## src/hw/card_clock_pkg.sv

```systemverilog
// shared constants, types and register map of the card clock selector
package card_clock_pkg;

    // ****************************************************************
    // register indices (byte address is four times the index)
    // ****************************************************************
    localparam logic [7:0] CFG_INDEX        = 8'h01; // card_clock_config
    localparam logic [7:0] STATUS_INDEX     = 8'h0C; // mixed_status_register
    localparam logic [7:0] DATA_INDEX       = 8'h0D; // receive (read) / transmit (write)
    localparam logic [7:0] MODE_INDEX       = 8'h10; // card mode control
    localparam logic [7:0] IRQ_STATUS_INDEX = 8'h11; // sticky event bits
    localparam logic [7:0] IRQ_MASK_INDEX   = 8'h12; // event enables

    // ****************************************************************
    // reset values and field positions
    // ****************************************************************
    localparam logic [7:0]  CFG_RESET         = 8'h00;
    localparam logic [7:0]  MODE_RESET        = 8'h00;
    localparam logic [7:0]  IRQ_MASK_RESET    = 8'h00;
    localparam logic [31:0] UNMAPPED_READ     = 32'h0000_0000;
    localparam int          SEL_TOP_BIT       = 2;  // async_clock_select_top
    localparam int          SWITCHED_FLAG_BIT = 7;  // clock_switched_flag in status
    localparam int          RX_BIT            = 0;  // receive_bit_zero
    localparam int          IRQ_SWITCH_BIT    = 0;  // source change took effect
    localparam int          IRQ_HALT_BIT      = 1;  // clock reached stop level
    localparam int          IRQ_W             = 2;

    // ****************************************************************
    // clock select codes and half-period lengths in source edges
    // ****************************************************************
    localparam logic [2:0] SEL_FULL     = 3'h0;
    localparam logic [2:0] SEL_HALF     = 3'h1;
    localparam logic [2:0] SEL_QUARTER  = 3'h2;
    localparam logic [2:0] SEL_EIGHTH   = 3'h3;
    localparam logic [1:0] HALF_M1_DIV2 = 2'h0; // one source edge per phase
    localparam logic [1:0] HALF_M1_DIV4 = 2'h1; // two source edges per phase
    localparam logic [1:0] HALF_M1_DIV8 = 2'h3; // four source edges per phase

    // ****************************************************************
    // types
    // ****************************************************************
    typedef struct packed {
        logic [1:0] unused;
        logic       stop_level_high;
        logic       clock_halt;
        logic       sync_card_clock_bit;
        logic [2:0] async_clock_select;
    } card_clock_config_t;

    typedef struct packed {
        logic [5:0] unused;
        logic       sync_tx_enable;
        logic       sync_card_mode;
    } card_mode_t;

    typedef enum logic [1:0] {
        ST_RUN   = 2'b00,
        ST_ALIGN = 2'b01,
        ST_HALT  = 2'b11
    } gen_state_t;

endpackage

```

## src/hw/card_clk_gen.sv

```systemverilog
// glitch-free card clock generator: crystal divider, oscillator half, stop
`timescale 1ns/10ps
`default_nettype none
module card_clk_gen
    import card_clock_pkg::*;
(
    input  wire logic       i_core_clk,
    input  wire logic       i_rst,
    input  wire logic       i_xtal_level,
    input  wire logic       i_xtal_rise,
    input  wire logic       i_xtal_fall,
    input  wire logic       i_osc_rise,
    input  wire logic [2:0] i_select,
    input  wire logic       i_halt,
    input  wire logic       i_stop_high,
    output logic            o_clk,
    output logic            o_osc_active,
    output logic            o_switched,
    output logic            o_halted
);
    gen_state_t state;
    logic [2:0] active_sel;
    logic [1:0] cnt;
    logic       full;
    logic       src_rise;
    logic [1:0] half_m1;
    logic       tick;
    logic       next_clk;

    // half-period length per select code
    function automatic logic [1:0] half_len(input logic [2:0] sel);
        if (sel[SEL_TOP_BIT])
            return HALF_M1_DIV2;             // any code with top bit: half oscillator
        unique case (sel[1:0])
            SEL_QUARTER[1:0]: return HALF_M1_DIV4;
            SEL_EIGHTH[1:0]:  return HALF_M1_DIV8;
            default:          return HALF_M1_DIV2;
        endcase
    endfunction

    // next level of the running clock
    always_comb begin
        full     = (active_sel == SEL_FULL);                            // RULE13
        src_rise = active_sel[SEL_TOP_BIT] ? i_osc_rise : i_xtal_rise;  // RULE13
        half_m1  = half_len(active_sel);                                // RULE13
        tick     = src_rise && (cnt == half_m1);
        if (full)
            next_clk = i_xtal_level;         // RULE12
        else
            next_clk = tick ? ~o_clk : o_clk;  // RULE3
    end

    // source selection, divider and stop sequencing
    always_ff @(posedge i_core_clk) begin
        if (i_rst) begin
            state      <= ST_RUN;
            active_sel <= SEL_FULL;
            cnt        <= 2'h0;
            o_clk      <= 1'b0;
            o_switched <= 1'b0;
        end else begin
            o_switched <= 1'b0;
            unique case (state)
                ST_RUN: begin
                    if (i_halt && (o_clk == i_stop_high)) begin
                        state <= ST_HALT;            // RULE2
                    end else if ((i_select != active_sel) && o_clk && !next_clk) begin
                        // adopt only at a falling edge so no high phase is cut
                        active_sel <= i_select;      // RULE4
                        cnt        <= 2'h0;
                        o_clk      <= 1'b0;
                        state      <= ST_ALIGN;
                        o_switched <= i_select[SEL_TOP_BIT] != active_sel[SEL_TOP_BIT]; // RULE10
                    end else begin
                        o_clk <= next_clk;           // RULE3
                        if (tick)
                            cnt <= 2'h0;
                        else if (src_rise)
                            cnt <= cnt + 2'h1;
                    end
                end
                ST_ALIGN: begin
                    // one new-source edge is spent so the low phase is never short
                    if (i_halt && !i_stop_high)
                        state <= ST_HALT;            // RULE1
                    else if (full ? i_xtal_fall : src_rise)
                        state <= ST_RUN;             // RULE4 RULE11
                end
                ST_HALT: begin
                    o_clk <= i_stop_high;            // RULE1
                    if (!i_halt) begin
                        if (o_clk) begin
                            state <= ST_RUN;         // resumes the high phase from the cnt held since the stop
                        end else begin
                            active_sel <= i_select;  // RULE4
                            cnt        <= 2'h0;
                            state      <= ST_ALIGN;
                            o_switched <= i_select[SEL_TOP_BIT] != active_sel[SEL_TOP_BIT];
                        end
                    end
                end
                default: state <= ST_RUN;
            endcase
        end
    end

    assign o_osc_active = active_sel[SEL_TOP_BIT];
    assign o_halted     = (state == ST_HALT);
endmodule
`default_nettype wire

```

## src/hw/card_clock_selector.sv

```systemverilog
// card clock selector top: register slave, sync-card path, interrupt
//
// How it works
// RULE1 - stopped clock sits at chosen stop level
// RULE2 - halt bit one stops asynchronous card clock
// RULE3 - halt zero runs clock at selected frequency
// RULE4 - all frequency changes happen glitch free
// RULE5 - sync card: clock pin copies bit three
// RULE6 - receive read returns card data bit
// RULE7 - transmit write puts data on io
// RULE8 - software toggles only top select bit
// RULE9 - software changes only halt and level
// RULE10 - delayed source switch flagged when effective
// RULE11 - half rates switch fastest, eighth best duty
// RULE12 - full crystal passes input duty cycle
// RULE13 - select codes: full, half, quarter, eighth, oscillator
//
// Local design decision: the Avalon-MM slave port.
`timescale 1ns/10ps
`default_nettype none
module card_clock_selector
    import card_clock_pkg::*;
(
    input  wire logic        i_core_clk,
    input  wire logic        i_rst,
    input  wire logic [7:0]  i_avs_address,
    input  wire logic        i_avs_read,
    input  wire logic        i_avs_write,
    input  wire logic [31:0] i_avs_writedata,
    input  wire logic [3:0]  i_avs_byteenable,
    output logic      [31:0] o_avs_readdata,
    output logic             o_avs_waitrequest,
    input  wire logic        i_crystal_input,
    input  wire logic        i_int_osc,
    input  wire logic        i_card_io,
    output logic             o_card_clk,
    output logic             o_card_io_out,
    output logic             o_card_io_oe,
    output logic             o_irq
);

    // ****************************************************************
    // declarations
    // ****************************************************************
    card_clock_config_t card_clock_config;
    card_mode_t         card_mode;
    logic [IRQ_W-1:0]   irq_status;
    logic [IRQ_W-1:0]   irq_mask;
    logic [IRQ_W-1:0]   irq_events;
    logic [2:0]         pin_level;
    logic [2:0]         pin_rise;
    logic [2:0]         pin_fall;
    logic               gen_clk;
    logic               osc_active;
    logic               switched;
    logic               halted;
    logic               halted_q;
    logic               req;
    logic               accept;
    logic               wr_lane0;
    logic [7:0]         next_readbyte;

    // address decode shared by read and write paths
    function automatic logic reg_hit(input logic [7:0] addr, input logic [7:0] index);
        return addr == {index[5:0], 2'b00};
    endfunction

    // ****************************************************************
    // pin synchronisers: crystal, oscillator, card data line
    // ****************************************************************
    card_pin_sync #(
        .WIDTH (3)
    ) u_pin_sync (
        .i_core_clk (i_core_clk),
        .i_rst      (i_rst),
        .i_pin      ({i_card_io, i_int_osc, i_crystal_input}),
        .o_level    (pin_level),
        .o_rise     (pin_rise),
        .o_fall     (pin_fall)
    );

    // ****************************************************************
    // asynchronous card clock generator
    // ****************************************************************
    card_clk_gen u_clk_gen (
        .i_core_clk   (i_core_clk),
        .i_rst        (i_rst),
        .i_xtal_level (pin_level[0]),
        .i_xtal_rise  (pin_rise[0]),
        .i_xtal_fall  (pin_fall[0]),
        .i_osc_rise   (pin_rise[1]),
        .i_select     (card_clock_config.async_clock_select),
        .i_halt       (card_clock_config.clock_halt),
        .i_stop_high  (card_clock_config.stop_level_high),
        .o_clk        (gen_clk),
        .o_osc_active (osc_active),
        .o_switched   (switched),
        .o_halted     (halted)
    );

    // ****************************************************************
    // bus handshake
    // ****************************************************************

    // a request is taken on the edge where waitrequest is low
    assign req      = i_avs_read || i_avs_write;
    assign accept   = req && !o_avs_waitrequest;
    assign wr_lane0 = i_avs_write && accept && i_avs_byteenable[0];

    // waitrequest drops for one cycle after a request is seen
    always_ff @(posedge i_core_clk) begin
        if (i_rst)
            o_avs_waitrequest <= 1'b1;
        else
            o_avs_waitrequest <= !(req && o_avs_waitrequest);
    end

    // ****************************************************************
    // register writes
    // ****************************************************************

    // clock configuration; bits 7 and 6 are not stored
    always_ff @(posedge i_core_clk) begin
        if (i_rst) begin
            card_clock_config <= CFG_RESET;
        end else if (wr_lane0 && reg_hit(i_avs_address, CFG_INDEX)) begin
            card_clock_config                     <= i_avs_writedata[7:0];
            card_clock_config.unused              <= 2'b00;
        end
    end

    // card mode: synchronous card and transmit direction
    always_ff @(posedge i_core_clk) begin
        if (i_rst) begin
            card_mode <= MODE_RESET;
        end else if (wr_lane0 && reg_hit(i_avs_address, MODE_INDEX)) begin
            card_mode        <= i_avs_writedata[7:0];
            card_mode.unused <= 6'h00;
        end
    end

    // transmit data goes straight to the io line
    always_ff @(posedge i_core_clk) begin
        if (i_rst)
            o_card_io_out <= 1'b1;
        else if (wr_lane0 && reg_hit(i_avs_address, DATA_INDEX))
            o_card_io_out <= i_avs_writedata[RX_BIT];  // RULE7
    end

    // io driven only in synchronous transmit mode
    always_ff @(posedge i_core_clk) begin
        if (i_rst)
            o_card_io_oe <= 1'b0;
        else
            o_card_io_oe <= card_mode.sync_card_mode && card_mode.sync_tx_enable;  // RULE7
    end

    // ****************************************************************
    // card clock pin
    // ****************************************************************

    // sync card copies the software bit, otherwise the generator
    always_ff @(posedge i_core_clk) begin
        if (i_rst)
            o_card_clk <= 1'b0;
        else if (card_mode.sync_card_mode)
            o_card_clk <= card_clock_config.sync_card_clock_bit;  // RULE5
        else
            o_card_clk <= gen_clk;  // RULE1 RULE3
    end

    // ****************************************************************
    // events and interrupt
    // ****************************************************************

    // switch took effect, or clock reached its stop level
    always_ff @(posedge i_core_clk) begin
        if (i_rst)
            halted_q <= 1'b0;
        else
            halted_q <= halted;
    end

    always_comb begin
        irq_events                 = '0;
        irq_events[IRQ_SWITCH_BIT] = switched;  // RULE10
        irq_events[IRQ_HALT_BIT]   = halted && !halted_q;
    end

    // sticky status, write one to clear, a new event wins over the clear
    always_ff @(posedge i_core_clk) begin
        if (i_rst)
            irq_status <= '0;
        else if (wr_lane0 && reg_hit(i_avs_address, IRQ_STATUS_INDEX))
            irq_status <= (irq_status & ~i_avs_writedata[IRQ_W-1:0]) | irq_events;
        else
            irq_status <= irq_status | irq_events;
    end

    // interrupt enables
    always_ff @(posedge i_core_clk) begin
        if (i_rst)
            irq_mask <= IRQ_MASK_RESET[IRQ_W-1:0];
        else if (wr_lane0 && reg_hit(i_avs_address, IRQ_MASK_INDEX))
            irq_mask <= i_avs_writedata[IRQ_W-1:0];
    end

    // level interrupt while any enabled event is pending
    always_ff @(posedge i_core_clk) begin
        if (i_rst)
            o_irq <= 1'b0;
        else
            o_irq <= |(irq_status & irq_mask);
    end

    // ****************************************************************
    // register reads
    // ****************************************************************

    // read byte selection
    always_comb begin
        next_readbyte = 8'h00;
        if (reg_hit(i_avs_address, CFG_INDEX)) begin
            next_readbyte = card_clock_config;
        end else if (reg_hit(i_avs_address, STATUS_INDEX)) begin
            next_readbyte[SWITCHED_FLAG_BIT] = osc_active;  // RULE10
        end else if (reg_hit(i_avs_address, DATA_INDEX)) begin
            next_readbyte[RX_BIT] = pin_level[2];  // RULE6
        end else if (reg_hit(i_avs_address, MODE_INDEX)) begin
            next_readbyte = card_mode;
        end else if (reg_hit(i_avs_address, IRQ_STATUS_INDEX)) begin
            next_readbyte[IRQ_W-1:0] = irq_status;
        end else if (reg_hit(i_avs_address, IRQ_MASK_INDEX)) begin
            next_readbyte[IRQ_W-1:0] = irq_mask;
        end
    end

    // read data loaded while waitrequest is high, valid at the accept edge
    always_ff @(posedge i_core_clk) begin
        if (i_rst)
            o_avs_readdata <= UNMAPPED_READ;
        else if (i_avs_read && o_avs_waitrequest)
            o_avs_readdata <= {24'h00_0000, next_readbyte};
    end

endmodule
`default_nettype wire

```

## src/hw/card_pin_sync.sv

```systemverilog
// two-stage synchroniser with edge detection for asynchronous pins
`timescale 1ns/10ps
`default_nettype none
module card_pin_sync #(
    parameter int WIDTH = 2
) (
    input  wire logic             i_core_clk,
    input  wire logic             i_rst,
    input  wire logic [WIDTH-1:0] i_pin,
    output logic      [WIDTH-1:0] o_level,
    output logic      [WIDTH-1:0] o_rise,
    output logic      [WIDTH-1:0] o_fall
);
    logic [WIDTH-1:0] meta;
    logic [WIDTH-1:0] stable;
    logic [WIDTH-1:0] last;

    // first stage feeds only the second stage
    always_ff @(posedge i_core_clk) begin
        if (i_rst) begin
            meta   <= '0;
            stable <= '0;
            last   <= '0;
        end else begin
            meta   <= i_pin;
            stable <= meta;
            last   <= stable;
        end
    end

    // edges seen between second and third stage
    assign o_level = stable;
    assign o_rise  = stable & ~last;
    assign o_fall  = ~stable & last;
endmodule
`default_nettype wire

```

## config.mk

```make
export PLATFORM = sky130hd
export DESIGN_NAME = card_clock_selector
export DESIGN_NICKNAME = d
export VERILOG_FILES = /design/src/hw/card_clock_pkg.sv /design/src/hw/card_clk_gen.sv /design/src/hw/card_clock_selector.sv /design/src/hw/card_pin_sync.sv
export SDC_FILE = /design/constraint.sdc
export NUM_CORES = 1
export LEC_CHECK = 0
export BUFFER_PORTS_ARGS = -buffer_cell sky130_fd_sc_hd__clkbuf_2
export CAP_MARGIN = 10
export CORE_ASPECT_RATIO = 1.2
export CORE_UTILIZATION = 54
export CTS_CLUSTER_DIAMETER = 30
export CTS_CLUSTER_SIZE = 24
export DETAILED_ROUTE_END_ITERATION = 7
export GPL_TIMING_DRIVEN = 1
export HOLD_SLACK_MARGIN = 0.08
export PLACE_DENSITY_LB_ADDON = 0.15
export RECOVER_POWER = 25
export SYNTH_ARGS = -nofsm -noshare
export SYNTH_HDL_FRONTEND = slang
export SYNTH_HIERARCHICAL = 1
export SYNTH_SLANG_ARGS = --single-unit
```

## constraint.sdc

```tcl
create_clock -name i_core_clk -period 4.75 [get_ports i_core_clk]
set_input_delay 0.95 -clock i_core_clk [delete_from_list [all_inputs] [get_ports i_core_clk]]
set_output_delay 0.95 -clock i_core_clk [all_outputs]
set_load 0.01 [all_outputs]
```

# Yosys cells after proc, flatten, opt, wreduce, memory -nomap -nowiden
# Index checks and enable logic that the tools add are counted.
[word_totals]
elab_cells = 131
in_bits = 51
latch_bits = 0
mem_bits_ro = 0
output_inout_bits = 37
reg_bits = 43
ramBits = 0
mem_count = 0
[classes]
multipliers = 0
muxes = 45
add_sub_neg = 1
shift = 0
n_bitwise = 10
eq_ne = 21
n_reduce_logical = 31
order_cmp = 0
div_mod_pow = 0
[op_table]
columns = ["operator", "count"]
rows = [
  ["$mux 2", 17],
  ["$eq 8x7->1 const B", 3],
  ["$logic_and 1x1->1", 17],
  ["$eq 8x6->1 const B", 2],
  ["$mux 1", 16],
  ["$mux 3", 4],
  ["$reduce_and 5->1", 2],
  ["$eq 8x3->1 const B", 1],
  ["$mux 8", 1],
  ["$pmux 2 s2", 2],
  ["$mux 7", 1],
  ["$and 2x2->2", 3],
  ["$eq 2x2->1 const B", 3],
  ["$ne 2x2->1 const B", 3],
  ["$ne 3x1->1 const B", 2],
  ["$pmux 2 s3", 1],
  ["$pmux 3 s2", 1],
  ["$logic_not 1->1", 5],
  ["$ne 4x1->1 const B", 1],
  ["$not 2->2", 2],
  ["$or 2x2->2", 2],
  ["$pmux 1 s2", 2],
  ["$logic_not 3->1", 1],
  ["$ne 3x3->1", 1],
  ["14 further kinds", 15],
]

# Depth between registers and ports, before layout
[depth]
depth_word = 12
depth_mapped = 8
depth_no_buf = 8

# Cells and area by module
# The synthesis kept the hierarchy.
[by_module_without_submodules]
columns = ["module", "seq_area_each_um2", "area_per_inst_um2", "cells_per_inst", "n_inst"]
rows = [
  ["card_clock_selector", 500.5, 1322.5, 143, 1],
  ["card_clk_gen", 180.2, 874.6, 105, 1],
  ["card_pin_sync", 180.2, 274.0, 24, 1],
]

# Worst setup path before layout
# Ideal clock, no wire load.
[synth_path]
path_kind = "input to register"
from = "in i_avs_address[3]"
to = "reg o_avs_readdata[0]"
n_path_buf = 1
setup_ns = 0.117
t_arrival_ns = 1.955
slack_ns = 2.678
cell_stages = 5
required_time_ns = 4.633
path_cell_list = "buf_6 -> or4_1 -> nor2_1 -> a2111oi_0 -> a22o_1"
[synth_between]
elab_chain_len = 7
word_cells_on_any_way = 12
classes_between = "6 x eq/ne; 6 x mux"
[synth_rtl]
columns = ["element", "line_no", "text"]
rows = [
  ["start: declaration", "card_clock_selector.sv:26", "input wire logic [7:0] i_avs_address,"],
  ["$eq 8x7->1", "card_clock_selector.sv:65", "return addr == {index[5:0], 2'b00};"],
  ["$mux 2", "card_clock_selector.sv:233", "end else if (reg_hit(i_avs_address, IRQ_MASK_INDEX)) begin"],
  ["$mux 2", "card_clock_selector.sv:231", "end else if (reg_hit(i_avs_address, IRQ_STATUS_INDEX)) begin"],
  ["$mux 2", "card_clock_selector.sv:229", "end else if (reg_hit(i_avs_address, MODE_INDEX)) begin"],
  ["$mux 1", "card_clock_selector.sv:227", "end else if (reg_hit(i_avs_address, DATA_INDEX)) begin"],
  ["$mux 7", "card_clock_selector.sv:225", "end else if (reg_hit(i_avs_address, STATUS_INDEX)) begin"],
  ["$mux 8 *", "card_clock_selector.sv:223", "if (reg_hit(i_avs_address, CFG_INDEX)) begin"],
  ["end signal: assignment", "card_clock_selector.sv:243", "o_avs_readdata <= {24'h00_0000, next_readbyte};"],
  ["end: declaration", "card_clock_selector.sv:31", "output logic [31:0] o_avs_readdata,"],
]
# Mark *: on every way between the ends. The rest lies on a longest branch, timed or not.
# A chain may end at the register's enable or synchronous reset.

==> metrics.csv <==
metric,value,unit
placed cells,343,
Logic pwr share,12.9,%
placer congestion estimate,0.822,
Reg2Reg Setup Slack,2.73,ns
Worst path depth,4,
pwr dens,268,nW/µm²
CTS tree,yes,
crit path from,i_rst,
sw frac,26.5,%
WS Path Type,in -> reg,
row count,26,
worst path cell trace,clkbuf_1 -> nand3b_1 -> o22ai_1 -> a211o_1,
RSZ-0062 raised after global routing,no,
pre-CTS setup slack,2.41,ns
H-tree Lvls,2,
startpoint class of the critical path,input port,
synthesis-to-finish area growth,6.55,%
Final period util,57.2,%
Crit path buffers/inverters,1,
reg-to-reg critical path endpoint,u_clk_gen/cnt[1],
Syn Inst Count,267,
clock group share of total power,34.4,%
CTS Buf Count,5,
HP Start,u_pin_sync/meta[2],
initial core utilization,56.5,%
setup_tns,0,ns
Final Net Count,349,
final wirelength,4580,µm
Final Hold Fails,0,
layout cells sized above 1,18.0,%
Worst path max stage delay,1.27,ns
area of the multi-input gates,1390,µm²
Syn. warnings,6,
Starting DRT DRC Count,95,
io pins,88,
Pint,0.000510,W
switching power,0.000183,W
failing checks,"max-capacitance violations, max-slew violations",
peak supply drop,0.251,mV
core area,4290,µm²
clock transition at the registers of the reported paths,0.08,ns
required time of the critical path,4.93,ns
setup ws final,2.03,ns
Sequential Power Share,52.7,%
Least-Margin Pin Slew,1.80,ns
GR Util All Layers,20.7,%
Leakage,1.13,nW
largest net degree at the start of global routing,47,
fin crit period,2.72,ns
Post-Syn Area,2430,µm²
total number of vias,1845,
Die Area,4770,µm²
launching point of the worst reg2reg path,u_clk_gen/active_sel[2],
CTS resizes,0,
IO Port Bufs,33,
# DRC,0,
CP endpoint,u_clk_gen/cnt[1],
crit path DAT,2.90,ns
Sink Count,42,
Synth Area per Inst,9.09,µm²
clock skew,0.00736,ns
# diodes,0,
Max-cap violations,1,
crit-path leading delay family,buffers and inverters,
Worst Reg-to-Reg Cells,6,
Crit. End Element,register,
Max Buffers Root-to-Sink,2,
Register Area,841,µm²
CP max-delay cell,clkbuf_1,
vias in the first global route,1682,
status,finished with violations,
Clock Root Buffer,clkbuf_8,
Worst slew margin,-20.1,%
Vias/cell,5.26,
initial antenna violation count,0,
Die H,75.4,µm
first-pass GRT wire length,7630,µm
Hold WC Path Type,reg -> reg,
Die W,63.2,µm
post-route ant nets,0,
Routed wire per std cell,13.1,µm
hold buffers post-CTS,0,
max-slew violations,47,
fmax,368,MHz
Skew-Pair Late Insertion Delay,0.30,ns
setup violators final,0,
Finished Layout Cells,351,
GRT overflow,0,
first drt pass iteration count,4,
postcts setup bufs,0,
fillcell total,407,
Final HPWL DP,3350,µm
Overall Power,0.000693,W
"Max FO, Critical Path",46,
[worst min path at each step]
stage / cells after the start / endpoint / slack, ns
2_1_floorplan: 2 / irq_status[0] / 0.41
3_3_place_gp: 1 / u_pin_sync/o_level[1] / 0.42
6_report: 1 / u_pin_sync/o_level[2] / 0.44
4_1_cts: 1 / u_pin_sync/o_level[2] / 0.45
3_5_place_dp: 1 / u_pin_sync/o_level[0] / 0.43
5_1_grt: 1 / u_pin_sync/o_level[1] / 0.47
[layout make-up]
class	instances	share of cell area (%)
Multi-Input combinational cell	204	53.8
Sequential cell	42	32.5
Timing Repair Buffer	33	6.24
Clock inverter	1	0.194
Clock buffer	7	3.34
Inverter	8	1.16
Tap cell	56	2.71
[sequential cells by signal, summed over array words and instances, names as in the netlist, 2 cells and up]
name                  flops
u_pin_sync/last           2
u_clk_gen/cnt             2
u_clk_gen/active_sel      3
u_clk_gen/state           2
card_mode                 2
irq_status                2
card_clock_config         6
irq_mask                  2
u_pin_sync/o_level        3
u_pin_sync/meta           3
o_avs_readdata            7
[through the flow]
stage                     area (µm²)  hold slack, ns  utilization (%)
after floorplan                 2520           0.413                -
after global placement          2500           0.417             58.2
after detailed placement        2500           0.429             58.2
after CTS                       2590           0.448             60.3
after global routing            2580           0.471             60.2
final                           2580           0.444             60.2
[power by group through the flow]
stage / clock network, W / registers, W / logic [W]
floorplan: 0 / 0.000372 / 0.0000788
global placement: 0 / 0.000373 / 0.0000885
detailed placement: 0 / 0.000373 / 0.0000889
CTS: 0.000246 / 0.000365 / 0.0000895
global route: 0.000258 / 0.000366 / 0.000100
finish: 0.000238 / 0.000365 / 0.0000896
[worst register-to-register path, cell delays in order, from the launching register on]
cell and delay (ns):
dfxtp_1 0.61, or4b_4 0.24, o311ai_2 0.13, or4_1 0.47, nand3_2 0.14, nor4b_2 0.06
a211o_1 0.27
[per-layer routing]
| metal | track usage [%] | wire length (µm) | vias to the layer above |
|---|---|---|---|
| li1 | - | - | 950 |
| met1 | 24.2 | 2040 | 848 |
| met2 | 36.2 | 2290 | 42 |
| met3 | 5.09 | 191 | 5 |
| met4 | 9.34 | 60 | 0 |
| met5 | 0 | 0 | - |
[placed cells by master (no fill, tap or decap), types with 3 or more instances in the layout]
master and n:
nand2b_1 9, conb_1 25, nand3_1 4, nor2_1 34
ha_1 4, nor3_1 5, nor2b_1 16, a31oi_1 4
a21oi_1 6, dfxtp_1 42, a22oi_1 7, o21ai_0 4
and3b_1 3, clkbuf_2 30, mux2i_1 17, clkbuf_1 4
clkbuf_8 6, nand4_1 3, inv_1 8, nand2_1 11
Power figures use the tool's default switching activity.
